==> src/vid_softstart_regs.vh <==
// Notes on behaviour
// decode 6-bit voltage code to reference level, 0.8375 V up to 1.600 V.
// sample the voltage code inputs six times per switching cycle.
// on a code change, wait half a cycle, then step reference 12.5 mV.
// if the difference changes during the half-cycle wait, cancel the step.
// code more than one step away: step 12.5 mV six times per cycle.
// processor should change the code one step at a time, at a controlled rate.
// in shutdown all PWM outputs stay high impedance.
// start soft start at once when bias, enable, logic enable and code allow.
// no-load code enters shutdown; any other code afterward runs soft start.
// after a no-load code wait two cycles, then shutdown trip level and PWM off.
// a latched overvoltage shutdown is not cleared by no-load codes.
// soft start ramps reference from zero to the programmed code level.
// PWM stays high impedance until the ramp reaches the existing output level.
// soft start begins with a 64-cycle delay, then ramps once per cycle.
// first 640 ramp cycles step 25 mV, the rest step 12.5 mV.
// 100 mV sense offset at ramp start falls to zero over 640 cycles.
// power ok goes high once soft start completes inside the valid window.
// reference is a counter in 12.5 mV units; 25 mV steps add two.
// power ok low in shutdown or when disabled; overvoltage alone keeps it.
`ifndef VID_SOFTSTART_REGS_VH
`define VID_SOFTSTART_REGS_VH

`define CLK_FREQ_KHZ        200000
// 2 MHz keeps a whole soft start near 68k clocks; the sample divider rounds down to 16
`define SW_FREQ_KHZ         2000
`define SAMPLES_PER_CYCLE   6
`define SUB_CYC             (`CLK_FREQ_KHZ / (`SW_FREQ_KHZ * `SAMPLES_PER_CYCLE))
`define HALF_CYCLE_SAMPLES  2'h3
`define SS_DELAY_CYC        10'h040
`define SS_FAST_CYC         10'h280
`define SS_FAST_STEP        8'h02
`define OFFSET_START        4'h8
`define OFFSET_DEC_CYC      7'h50
`define NOLOAD_DELAY_CYC    2'h2
`define CODE_NOLOAD_A       6'h3F
`define CODE_NOLOAD_B       6'h3E
`define CODE_SPLIT          6'h15
`define LEVEL_LOW_BASE      8'h57
`define LEVEL_HIGH_BASE     8'h95
`define TRIP_PRE_ENABLE     2'h0
`define TRIP_SOFT_START     2'h1
`define TRIP_NORMAL         2'h2
`define TRIP_OV_LATCHED     2'h3

`endif

==> src/cycle_timebase.v <==
`timescale 1ns/1ps
`include "vid_softstart_regs.vh"
module cycle_timebase (
  input  wire clk_in,
  input  wire nrst_in,
  output reg  sample_tick_out,
  output reg  cycle_tick_out
);
  reg [7:0] sub_q;
  reg [2:0] phase_q;

  // six sample ticks make one switching cycle
  always @(posedge clk_in or negedge nrst_in) begin
    if (!nrst_in) begin
      sub_q           <= 8'h00;
      phase_q         <= 3'h0;
      sample_tick_out <= 1'b0;
      cycle_tick_out  <= 1'b0;
    end else begin
      sample_tick_out <= 1'b0;
      cycle_tick_out  <= 1'b0;
      if (sub_q == (`SUB_CYC - 1)) begin
        sub_q           <= 8'h00;
        sample_tick_out <= 1'b1;
        if (phase_q == (`SAMPLES_PER_CYCLE - 1)) begin
          phase_q        <= 3'h0;
          cycle_tick_out <= 1'b1;
        end else begin
          phase_q <= phase_q + 3'h1;
        end
      end else begin
        sub_q <= sub_q + 8'h01;
      end
    end
  end
endmodule

==> src/vid_softstart_sequencer.v <==
`timescale 1ns/1ps
`include "vid_softstart_regs.vh"
module vid_softstart_sequencer (
  input  wire       clk_in,
  input  wire       nrst_in,
  input  wire [5:0] voltage_code_input_in,
  input  wire       por_ok_in,
  input  wire       en_above_threshold_in,
  input  wire       logic_level_enable_in,
  input  wire       overvoltage_detect_in,
  input  wire [7:0] output_level_in,
  input  wire       output_window_ok_in,
  output reg  [7:0] ref_code_out,
  output reg  [3:0] sense_offset_out,
  output reg        pwm_drive_en_out,
  output reg  [1:0] trip_level_sel_out,
  output reg        overvoltage_trip_output_out,
  output reg        power_ok_output_out,
  output reg        soft_start_active_out
);
  localparam ST_SHUT   = 3'h0;
  localparam ST_DELAY  = 3'h1;
  localparam ST_RAMP   = 3'h2;
  localparam ST_RUN    = 3'h3;
  localparam ST_NOLOAD = 3'h4;

  // bit 0 of the code is the half_step_code_bit
  function [7:0] code_level;
    input [5:0] code;
    begin
      if (code < `CODE_SPLIT)
        code_level = `LEVEL_LOW_BASE - {2'b00, code};
      else
        code_level = `LEVEL_HIGH_BASE - {2'b00, code};
    end
  endfunction

  function is_noload;
    input [5:0] code;
    begin
      is_noload = (code == `CODE_NOLOAD_A) || (code == `CODE_NOLOAD_B);
    end
  endfunction

  wire sample_tick;
  wire cycle_tick;

  cycle_timebase u_timebase (
    .clk_in          (clk_in),
    .nrst_in         (nrst_in),
    .sample_tick_out (sample_tick),
    .cycle_tick_out  (cycle_tick)
  );

  reg [2:0] state_q;
  reg [5:0] code_q;
  reg [9:0] cyc_cnt_q;
  reg [6:0] off_cnt_q;
  reg [1:0] nl_cnt_q;
  reg       reached_q;
  reg       ov_latch_q;
  reg       pend_q;
  reg [1:0] pend_cnt_q;
  reg [8:0] pend_diff_q;

  wire       enables_ok;
  wire       noload;
  wire [7:0] target;
  wire [8:0] diff;
  wire       big_diff;
  wire [7:0] remain;
  wire [7:0] ramp_step;

  assign enables_ok = por_ok_in && en_above_threshold_in && logic_level_enable_in;
  assign noload     = is_noload(code_q);
  assign target     = code_level(code_q);
  assign diff       = {1'b0, target} - {1'b0, ref_code_out};
  assign big_diff   = (diff != 9'h000) && (diff != 9'h001) && (diff != 9'h1FF);
  assign remain     = target - ref_code_out;
  // fast phase adds two units, clamped so the ramp never overshoots;
  // a code lowered below the reference halts the ramp and run steps it down
  assign ramp_step  = diff[8] ? 8'h00 :
                      (cyc_cnt_q < `SS_FAST_CYC) ?
                      ((remain < `SS_FAST_STEP) ? remain : `SS_FAST_STEP) :
                      ((remain != 8'h00) ? 8'h01 : 8'h00);

  // code sampled only on sample ticks, six per cycle
  always @(posedge clk_in or negedge nrst_in) begin
    if (!nrst_in)
      code_q <= `CODE_NOLOAD_A;
    else if (sample_tick)
      code_q <= voltage_code_input_in;
  end

  // overvoltage latch: cleared only by dropping an enable source, never by codes
  always @(posedge clk_in or negedge nrst_in) begin
    if (!nrst_in)
      ov_latch_q <= 1'b0;
    else if (overvoltage_detect_in)
      ov_latch_q <= 1'b1;
    else if (!enables_ok)
      ov_latch_q <= 1'b0;
  end

  always @(posedge clk_in or negedge nrst_in) begin
    if (!nrst_in) begin
      state_q                     <= ST_SHUT;
      cyc_cnt_q                   <= 10'h000;
      off_cnt_q                   <= 7'h00;
      nl_cnt_q                    <= 2'h0;
      reached_q                   <= 1'b0;
      pend_q                      <= 1'b0;
      pend_cnt_q                  <= 2'h0;
      pend_diff_q                 <= 9'h000;
      ref_code_out                <= 8'h00;
      sense_offset_out            <= 4'h0;
      pwm_drive_en_out            <= 1'b0;
      trip_level_sel_out          <= `TRIP_PRE_ENABLE;
      overvoltage_trip_output_out <= 1'b0;
      power_ok_output_out         <= 1'b0;
      soft_start_active_out       <= 1'b0;
    end else begin
      overvoltage_trip_output_out <= ov_latch_q || overvoltage_detect_in;
      if (!enables_ok) begin
        // any enable source lost: straight to shutdown
        state_q               <= ST_SHUT;
        pwm_drive_en_out      <= 1'b0;
        power_ok_output_out   <= 1'b0;
        soft_start_active_out <= 1'b0;
        sense_offset_out      <= 4'h0;
        ref_code_out          <= 8'h00;
        trip_level_sel_out    <= `TRIP_PRE_ENABLE;
      end else if (ov_latch_q || overvoltage_detect_in) begin
        // switching stops until an enable cycles; power ok left as it is
        state_q               <= ST_SHUT;
        pwm_drive_en_out      <= 1'b0;
        soft_start_active_out <= 1'b0;
        trip_level_sel_out    <= `TRIP_OV_LATCHED;
      end else begin
        case (state_q)
          ST_SHUT: begin
            pwm_drive_en_out    <= 1'b0;
            power_ok_output_out <= 1'b0;
            ref_code_out        <= 8'h00;
            if (!noload) begin
              state_q               <= ST_DELAY;
              cyc_cnt_q             <= 10'h000;
              soft_start_active_out <= 1'b1;
              trip_level_sel_out    <= `TRIP_SOFT_START;
            end
          end
          ST_DELAY: begin
            if (noload) begin
              state_q <= ST_SHUT;
              soft_start_active_out <= 1'b0;
              trip_level_sel_out    <= `TRIP_PRE_ENABLE;
            end else if (cycle_tick) begin
              if (cyc_cnt_q == (`SS_DELAY_CYC - 10'h001)) begin
                state_q          <= ST_RAMP;
                cyc_cnt_q        <= 10'h000;
                off_cnt_q        <= 7'h00;
                reached_q        <= 1'b0;
                sense_offset_out <= `OFFSET_START;
              end else begin
                cyc_cnt_q <= cyc_cnt_q + 10'h001;
              end
            end
          end
          ST_RAMP: begin
            if (!reached_q && (ref_code_out >= output_level_in)) begin
              reached_q        <= 1'b1;
              pwm_drive_en_out <= 1'b1;
            end
            if (noload) begin
              state_q  <= ST_NOLOAD;
              nl_cnt_q <= 2'h0;
              power_ok_output_out <= 1'b0;
            end else if (cycle_tick) begin
              ref_code_out <= ref_code_out + ramp_step;
              if (cyc_cnt_q != `SS_FAST_CYC)
                cyc_cnt_q <= cyc_cnt_q + 10'h001;
              if (sense_offset_out != 4'h0) begin
                if (off_cnt_q == (`OFFSET_DEC_CYC - 7'h01)) begin
                  off_cnt_q        <= 7'h00;
                  sense_offset_out <= sense_offset_out - 4'h1;
                end else begin
                  off_cnt_q <= off_cnt_q + 7'h01;
                end
              end
              if ((diff[8] || (remain == 8'h00)) && (sense_offset_out == 4'h0) && reached_q) begin
                state_q               <= ST_RUN;
                soft_start_active_out <= 1'b0;
                trip_level_sel_out    <= `TRIP_NORMAL;
                pend_q                <= 1'b0;
              end
            end
          end
          ST_RUN: begin
            pwm_drive_en_out <= 1'b1;
            if (output_window_ok_in)
              power_ok_output_out <= 1'b1;
            if (noload) begin
              state_q             <= ST_NOLOAD;
              nl_cnt_q            <= 2'h0;
              power_ok_output_out <= 1'b0;
            end else if (sample_tick) begin
              if (big_diff) begin
                pend_q <= 1'b0;
                ref_code_out <= diff[8] ? ref_code_out - 8'h01
                                        : ref_code_out + 8'h01;
              end else if (diff == 9'h000) begin
                pend_q <= 1'b0;
              end else if (!pend_q) begin
                pend_q      <= 1'b1;
                pend_cnt_q  <= 2'h1;
                pend_diff_q <= diff;
              end else if (diff != pend_diff_q) begin
                pend_q <= 1'b0;
              end else if (pend_cnt_q == `HALF_CYCLE_SAMPLES) begin
                pend_q <= 1'b0;
                ref_code_out <= diff[8] ? ref_code_out - 8'h01
                                        : ref_code_out + 8'h01;
              end else begin
                pend_cnt_q <= pend_cnt_q + 2'h1;
              end
            end
          end
          ST_NOLOAD: begin
            // pwm drive keeps its state for two cycles before shutdown
            if (cycle_tick) begin
              if (nl_cnt_q == (`NOLOAD_DELAY_CYC - 2'h1)) begin
                state_q               <= ST_SHUT;
                pwm_drive_en_out      <= 1'b0;
                trip_level_sel_out    <= `TRIP_PRE_ENABLE;
                soft_start_active_out <= 1'b0;
                sense_offset_out      <= 4'h0;
              end else begin
                nl_cnt_q <= nl_cnt_q + 2'h1;
              end
            end
          end
          default: begin
            state_q <= ST_SHUT;
          end
        endcase
      end
    end
  end
endmodule

==> config.mk <==
export PLATFORM = sky130hd
export DESIGN_NAME = vid_softstart_sequencer
export DESIGN_NICKNAME = d
export VERILOG_FILES = /design/src/cycle_timebase.v /design/src/vid_softstart_sequencer.v
export VERILOG_INCLUDE_DIRS = /design/src
export SDC_FILE = /design/constraint.sdc
export NUM_CORES = 1
export LEC_CHECK = 0
export BUFFER_PORTS_ARGS = -buffer_cell sky130_fd_sc_hd__buf_4
export CORE_UTILIZATION = 43
export CTS_BUF_LIST = sky130_fd_sc_hd__clkbuf_16
export CTS_CLUSTER_DIAMETER = 80
export DETAILED_ROUTE_END_ITERATION = 10
export PLACE_DENSITY = 0.66
export SETUP_SLACK_MARGIN = 0.5
export SLEW_MARGIN = 10
export SYNTH_ARGS = -nofsm -noshare
export SYNTH_HDL_FRONTEND = slang
export SYNTH_SLANG_ARGS = --single-unit
==> constraint.sdc <==
create_clock -name clk_in -period 11.9 [get_ports clk_in]
set_input_delay 2.975 -clock clk_in [delete_from_list [all_inputs] [get_ports clk_in]]
set_output_delay 2.975 -clock clk_in [all_outputs]
set_load 0.01 [all_outputs]
==> results of run 1 <==
[stage by stage]
| step | setup WS [ns] | power, µW |
|---|---|---|
| 2_1_floorplan | 6.694 | 317.3 |
| 3_3_place_gp | 6.347 | 340.1 |
| 3_5_place_dp | 6.176 | 342.1 |
| 4_1_cts | 6.117 | 618.7 |
| 5_1_grt | 5.599 | 636.9 |
| 6_report | 6.073 | 613.6 |
[sequential cells by signal (all words and copies together) (netlist names)]
register                     flops
pwm_drive_en_out                 1
pend_cnt_q                       2
reached_q                        1
trip_level_sel_out               2
u_timebase.sub_q                 8
pend_diff_q                      9
u_timebase.phase_q               3
nl_cnt_q                         2
sense_offset_out                 4
cyc_cnt_q                       10
overvoltage_trip_output_out      1
code_q                           6
state_q                          3
pend_q                           1
ov_latch_q                       1
soft_start_active_out            1
ref_code_out                     8
u_timebase.sample_tick_out       1
off_cnt_q                        7
power_ok_output_out              1
u_timebase.cycle_tick_out        1
[power breakdown]
| part | switching, µW | leakage, µW | internal, µW | total, µW |
|---|---|---|---|---|
| Sequential | 3.00 | 0.000961 | 251 | 254 |
| Combinational | 48.7 | 0.00158 | 35.5 | 84.2 |
| Clock | 113 | 0.000142 | 162 | 275 |
| Total | 164 | 0.00268 | 449 | 614 |
[logic make-up after synthesis]
| kind of cell | count (synthesis) | synth area share |
|---|---|---|
| XOR/XNOR | 33 | 0.06767 |
| buffers and inverters | 53 | 0.04132 |
| AND/OR/NAND/NOR | 199 | 0.2023 |
| multiplexers | 27 | 0.05800 |
| adder cells (fa/ha/maj) | 36 | 0.08990 |
| AO/OA/AOI/OAI | 140 | 0.1866 |
| flip-flops | 73 | 0.3543 |
[layer usage]
metal / up-vias / routed length, µm / GRT usage
li1: 2115 / - / -
met1: 2097 / 5598 / 0.2626
met2: 123 / 5846 / 0.3366
met3: 26 / 605 / 0.04573
met4: 0 / 382 / 0.1054
met5: - / 0 / 0
[final cells by class]
| type | count | area (µm²) | share of cell area |
|---|---|---|---|
| flip-flops and latches | 73 | 1834 | 0.3124 |
| clock inverters | 6 | 68.82 | 0.01172 |
| repair buffers | 39 | 292.8 | 0.04986 |
| inverters | 38 | 142.6 | 0.02429 |
| clock buffers | 9 | 225.2 | 0.03836 |
| multi-input cells | 435 | 3129 | 0.5329 |
| well taps | 143 | 178.9 | 0.03047 |
[worst reg2reg max path: stages (launching register included)]
cell and delay (ns):
dfstp_2 0.60, o21ai_0 0.11, nand2_1 0.08, nand2_1 0.07
nand2b_1 0.23, mux2i_1 0.30, ha_1 0.33, and2b_2 0.26
o2111ai_1 0.27, nand3_1 0.21, a2111oi_4 0.47, and2_1 0.24
mux2i_1 0.22, nand2_1 0.10, ha_1 0.31, nor2_1 0.04
nor2_1 0.19, inv_1 0.07, ha_1 0.26, nor2b_1 0.14
o2111ai_1 0.21, nand4_1 0.17, a21o_1 0.21, a21o_1 0.18
xnor2_1 0.17, nand2b_1 0.13, o221ai_1 0.10
[cell usage in the layout (no fill, tap or decap), drive strengths merged, types with 3 or more instances in the layout]
cell,n
dfrtp,67
nor2,44
nand2,43
buf,39
inv,39
o21ai,39
ha,34
a21oi,25
nand3,24
mux2,21
xnor2,19
a21o,15
nand2b,12
nor3,12
xor2,11
o22ai,11
nand4,11
and3,9
clkbuf,9
nor2b,8
or2,7
or3,7
mux2i,6
dfstp,6
nor4,6
a31oi,5
o31ai,5
o2111ai,4
nor4b,4
nor3b,3
and2,3
o22a,3
o41ai,3
o211ai,3
o21a,3
a211oi,3
clkinv,3
[path summary, 6_finish.rpt]
kind | start | slack (ns) | depth (start not counted) | to
setup / recovery | code_q[1] | 6.07 | 26 | ref_code_out[7]
hold / removal | u_timebase.sub_q[0] | 0.45 | 1 | u_timebase.sub_q[0]
setup reg to reg | code_q[1] | 6.07 | 26 | ref_code_out[7]
hold reg to reg | u_timebase.sub_q[0] | 0.45 | 1 | u_timebase.sub_q[0]
max in group asynchronous | nrst_in | 8.52 | 1 | ov_latch_q
min in group asynchronous | nrst_in | 2.76 | 1 | ref_code_out[0]
==> impl_metrics.toml, run 1 <==
[drt]
via_count = 4361
wl_um = 12430
viasPerCell = 5.869
first_pass_iters = 8
drc = 2
first_iter_violations = 232
ant_nets = 0
routedWlPerCell_um = 16.73

[synthesis]
avgSynthCellArea_um2 = 9.229
synth_ff_type = "dfrtp_1"
syn_nets = 618
yosysUniqueCellTypes = 84
synth_edf_count = 0
async_flop_share = 1.000
ys_ff_latch = 73
synth_top_area_frac = 0.3238
synth_seq_area_share = 0.3543
synthTopCellsByArea = "dfrtp_1 (32%), ha_1 (8.2%), mux2_2 (4.3%)"
syn-instance-count = 561
yosysMostFrequentCell = "dfrtp_1"
netlist_area_um2 = 5177
ys_warn_count = 0
yosys-top-cells-count = "dfrtp_1 (67), nor2_1 (44), nand2_1 (42), inv_1 (38), o21ai_0 (37)"
yosys.area.top_type = "dfrtp_1"

[final_layout]
stdcell_area_um2 = 5872
nets = 653
fillerInstances = 1071
fin_cells = 743
drive_above_1_share = 0.1817
areaGrowthSynthToFinish_pct = 13.41
fin_util = 0.5077
diodes = 0

[flow_run]
cap_violations = 0

[sta]
fin_crit_ns = 5.827
setup_viol = 0
timing.fmax_mhz = 171.6
tns_ns = 0
hold_viol_final = 0
worst_pin_slew_ns = 0.9399
fin_skew_ns = 0.007385
grt_setup_unrepaired = "no"
final_max_slew_viol_count = 0
fin_crit_sh = 0.4897
fin_hold_ws_ns = 0.4524
slew_headroom = 0.3734

[clocking]
cts_root_buf = "clkbuf_16"
cts.repair.resized = 0
hold_buffers = 0
cts_sinks = 73
htree_levels = 3
cts_tree = "built"
cts_setup_buffers = 0
insertion_delay_ns = 0.35
clockBufferDepth = 2
path_clk_slew_ns = 0.06
cts-buffers-inserted = 9

[grt]
first_global_vias = 4209
grt_pass1_wl_um = 20560
antenna_found_initial = 0
grt_max_degree = 74
grt_use_total = 0.2083
grt-ovfl-total = 0

[run_status]
run_status = "finished with violations"
violations = "design-rule violations"

[placed_design]
routabilityCongestion = 0.9428
hpwl_um = 9003
io_buffers = 38
placed_area_um2 = 5578
dp_cells = 728

[setup_path]
start_kind = "flip-flop"
worst_setup_path_end_kind = "flip-flop"
cpPeakStageDelay_ns = 0.60
cp_slowest_cell = "dfstp_2"
crit_buf_inv = 1
crit_arrival_ns = 6.03
cp_top_family = "simple AND/OR/NAND/NOR gates"
cp_max_fo = 7
required_ns = 12.10
critical_path_class = "flip-flop to flip-flop"

[power]
ir_worst_vdd_uv = 83.06
pwr_density_cell_nw_per_um2 = 104.5
p_leak_uw = 0.002682

[floorplan]
start_util = 0.4477
fp.dieW_um = 111.7
num_io_pins = 39
core_um2 = 11560
dieHeight_um = 111.7
fp-row-count = 39
dieArea_um2 = 12480

[hold_path]
hold_path.class = "flip-flop to flip-flop"
No activity file was read; power rests on OpenSTA's default activity.
==> run 2: changes to the inputs <==
- clock period: 11.9 -> 5.9 ns (I/O delays scaled with it)
==> impl_metrics.toml, run 2 (synthesis results as in run 1) <==
[sta]
fin_skew_ns = 0.01366
fin_crit_sh = 0.9167
timing.fmax_mhz = 184.9
tns_ns = 0
fin_hold_ws_ns = 0.4514
fin_crit_ns = 5.408
grt_setup_unrepaired = "yes"
worst_pin_slew_ns = 0.9446
slew_headroom = 0.3540
hold_viol_final = 0
setup_viol = 0
final_max_slew_viol_count = 0

[clocking]
cts_sinks = 73
htree_levels = 3
hold_buffers = 0
cts_root_buf = "clkbuf_16"
cts-buffers-inserted = 9
insertion_delay_ns = 0.35
clockBufferDepth = 2
path_clk_slew_ns = 0.06
cts_tree = "built"

[setup_path]
required_ns = 6.09
cp_max_fo = 7
cpPeakStageDelay_ns = 0.58
critical_path_class = "flip-flop to flip-flop"
crit_arrival_ns = 5.60
worst_setup_path_end_kind = "flip-flop"
cp_slowest_cell = "dfstp_2"
ff2ff_setup_slack_ns = 0.49
start_kind = "flip-flop"
cpMostUsedCell = "ha_1"

[final_layout]
drive_above_1_share = 0.2264
diodes = 0
nets = 667
final_cell_mix = "dfrtp_1 (67), buf_4 (53), nor2_1 (43)"
regMostFlops = "cyc_cnt_q"
largest_reg_flops = 10
top_regs = "cyc_cnt_q: 10 flops, pend_diff_q: 9 flops"
fin_cells = 757
layout_commonest_cell = "dfrtp_1"
areaGrowthSynthToFinish_pct = 17.69

[floorplan]
core_um2 = 11560
fp.dieW_um = 111.7
num_io_pins = 39
dieHeight_um = 111.7
fp-row-count = 39
start_util = 0.4477
dieArea_um2 = 12480

[drt]
viasPerCell = 5.808
first_pass_iters = 8
ant_nets = 0
routedWlPerCell_um = 16.84
wl_um = 12750
via_count = 4397
first_iter_violations = 272
drc = 2

[placed_design]
dp_cells = 729
hpwl_um = 9028
routabilityCongestion = 0.8917
io_buffers = 38

[run_status]
violations = "design-rule violations"
run_status = "finished with violations"

[hold_path]
hold_path.class = "flip-flop to flip-flop"

[grt]
grt_max_degree = 74
grt-ovfl-total = 0
grt_pass1_wl_um = 20750
antenna_found_initial = 0
first_global_vias = 4267
grt_use_total = 0.2091

[power]
pwr_density_cell_nw_per_um2 = 207.6
ir_worst_vdd_uv = 211.8
p_leak_uw = 0.002779

[flow_run]
cap_violations = 0
-- run 2: cell types whose count changed in the layout (fill, tap and decap cells not counted), sizes merged --
cell / before / now
buf: 39 / 53
clkinv: 3 / 2
clkinvlp: 1 / 2
-- run 2: final cells by class --
class                      instances  area, µm²
fill                            1041       5472
multi-input combinational        435       3247
sequential                        73       1834
timing repair buffer              53      397.9
clock buffer                       9      225.2
tap                              143      178.9
inverter                          38      142.6
clock inverter                     6      67.56
-- run 2: routing by layer --
metal | vias to the layer above | wire [µm] | track usage
li1 | 2142 | - | -
met1 | 2107 | 5560 | 0.2643
met2 | 123 | 6276 | 0.3503
met3 | 25 | 569 | 0.03702
met4 | 0 | 342 | 0.09189
met5 | - | 0 | 0
-- run 2: report_power, final --
part / switching, µW / total, µW / internal (µW)
logic: 109 / 199 / 90.1
clock network: 227 / 553 / 326
registers: 5.23 / 512 / 507
-- run 2: metrics by stage --
stage                     worst slack [ns]  instance area [µm²]  utilization  total power, µW
after CTS                           0.5087                 5932       0.5129             1259
after floorplan                     0.6940                 5177            -            640.0
after detailed placement            0.2652                 5585       0.4830            691.9
after global routing                0.2164                 6093       0.5269             1312
final                               0.4917                 6093       0.5269             1265
after global placement              0.4103                 5585       0.4830            686.3
-- run 2: final timing paths --
check	from	end	depth (start not counted)
worst min-delay path	u_timebase.sub_q[0]	u_timebase.sub_q[0]	1
max in group asynchronous	nrst_in	pend_diff_q[3]	1
worst max register to register	code_q[2]	ref_code_out[7]	26
worst max-delay path	code_q[2]	ref_code_out[7]	26
min in group asynchronous	nrst_in	ref_code_out[3]	1
worst min register to register	u_timebase.sub_q[0]	u_timebase.sub_q[0]	1
-- run 2: what timing repair did --
action	4_1_cts	5_1_grt
buffers inserted	2	11
pin swaps	3	18
setup endpoints to repair	1	2
hold endpoints to repair	0	0
resized for setup	11	14
-- run 2: worst max-delay path: cells and delay by family, from the launching register on --
| kind | cells | cell delay, ns |
|---|---|---|
| AOI/OAI and AO/OA | 7 | 1.40 |
| DFF | 1 | 0.58 |
| muxes | 2 | 0.45 |
| adders and majority gates | 3 | 0.90 |
| and+or+nand+nor | 12 | 1.66 |
| buffers and inverters | 1 | 0.05 |
| xor gates and xnor gates | 1 | 0.19 |
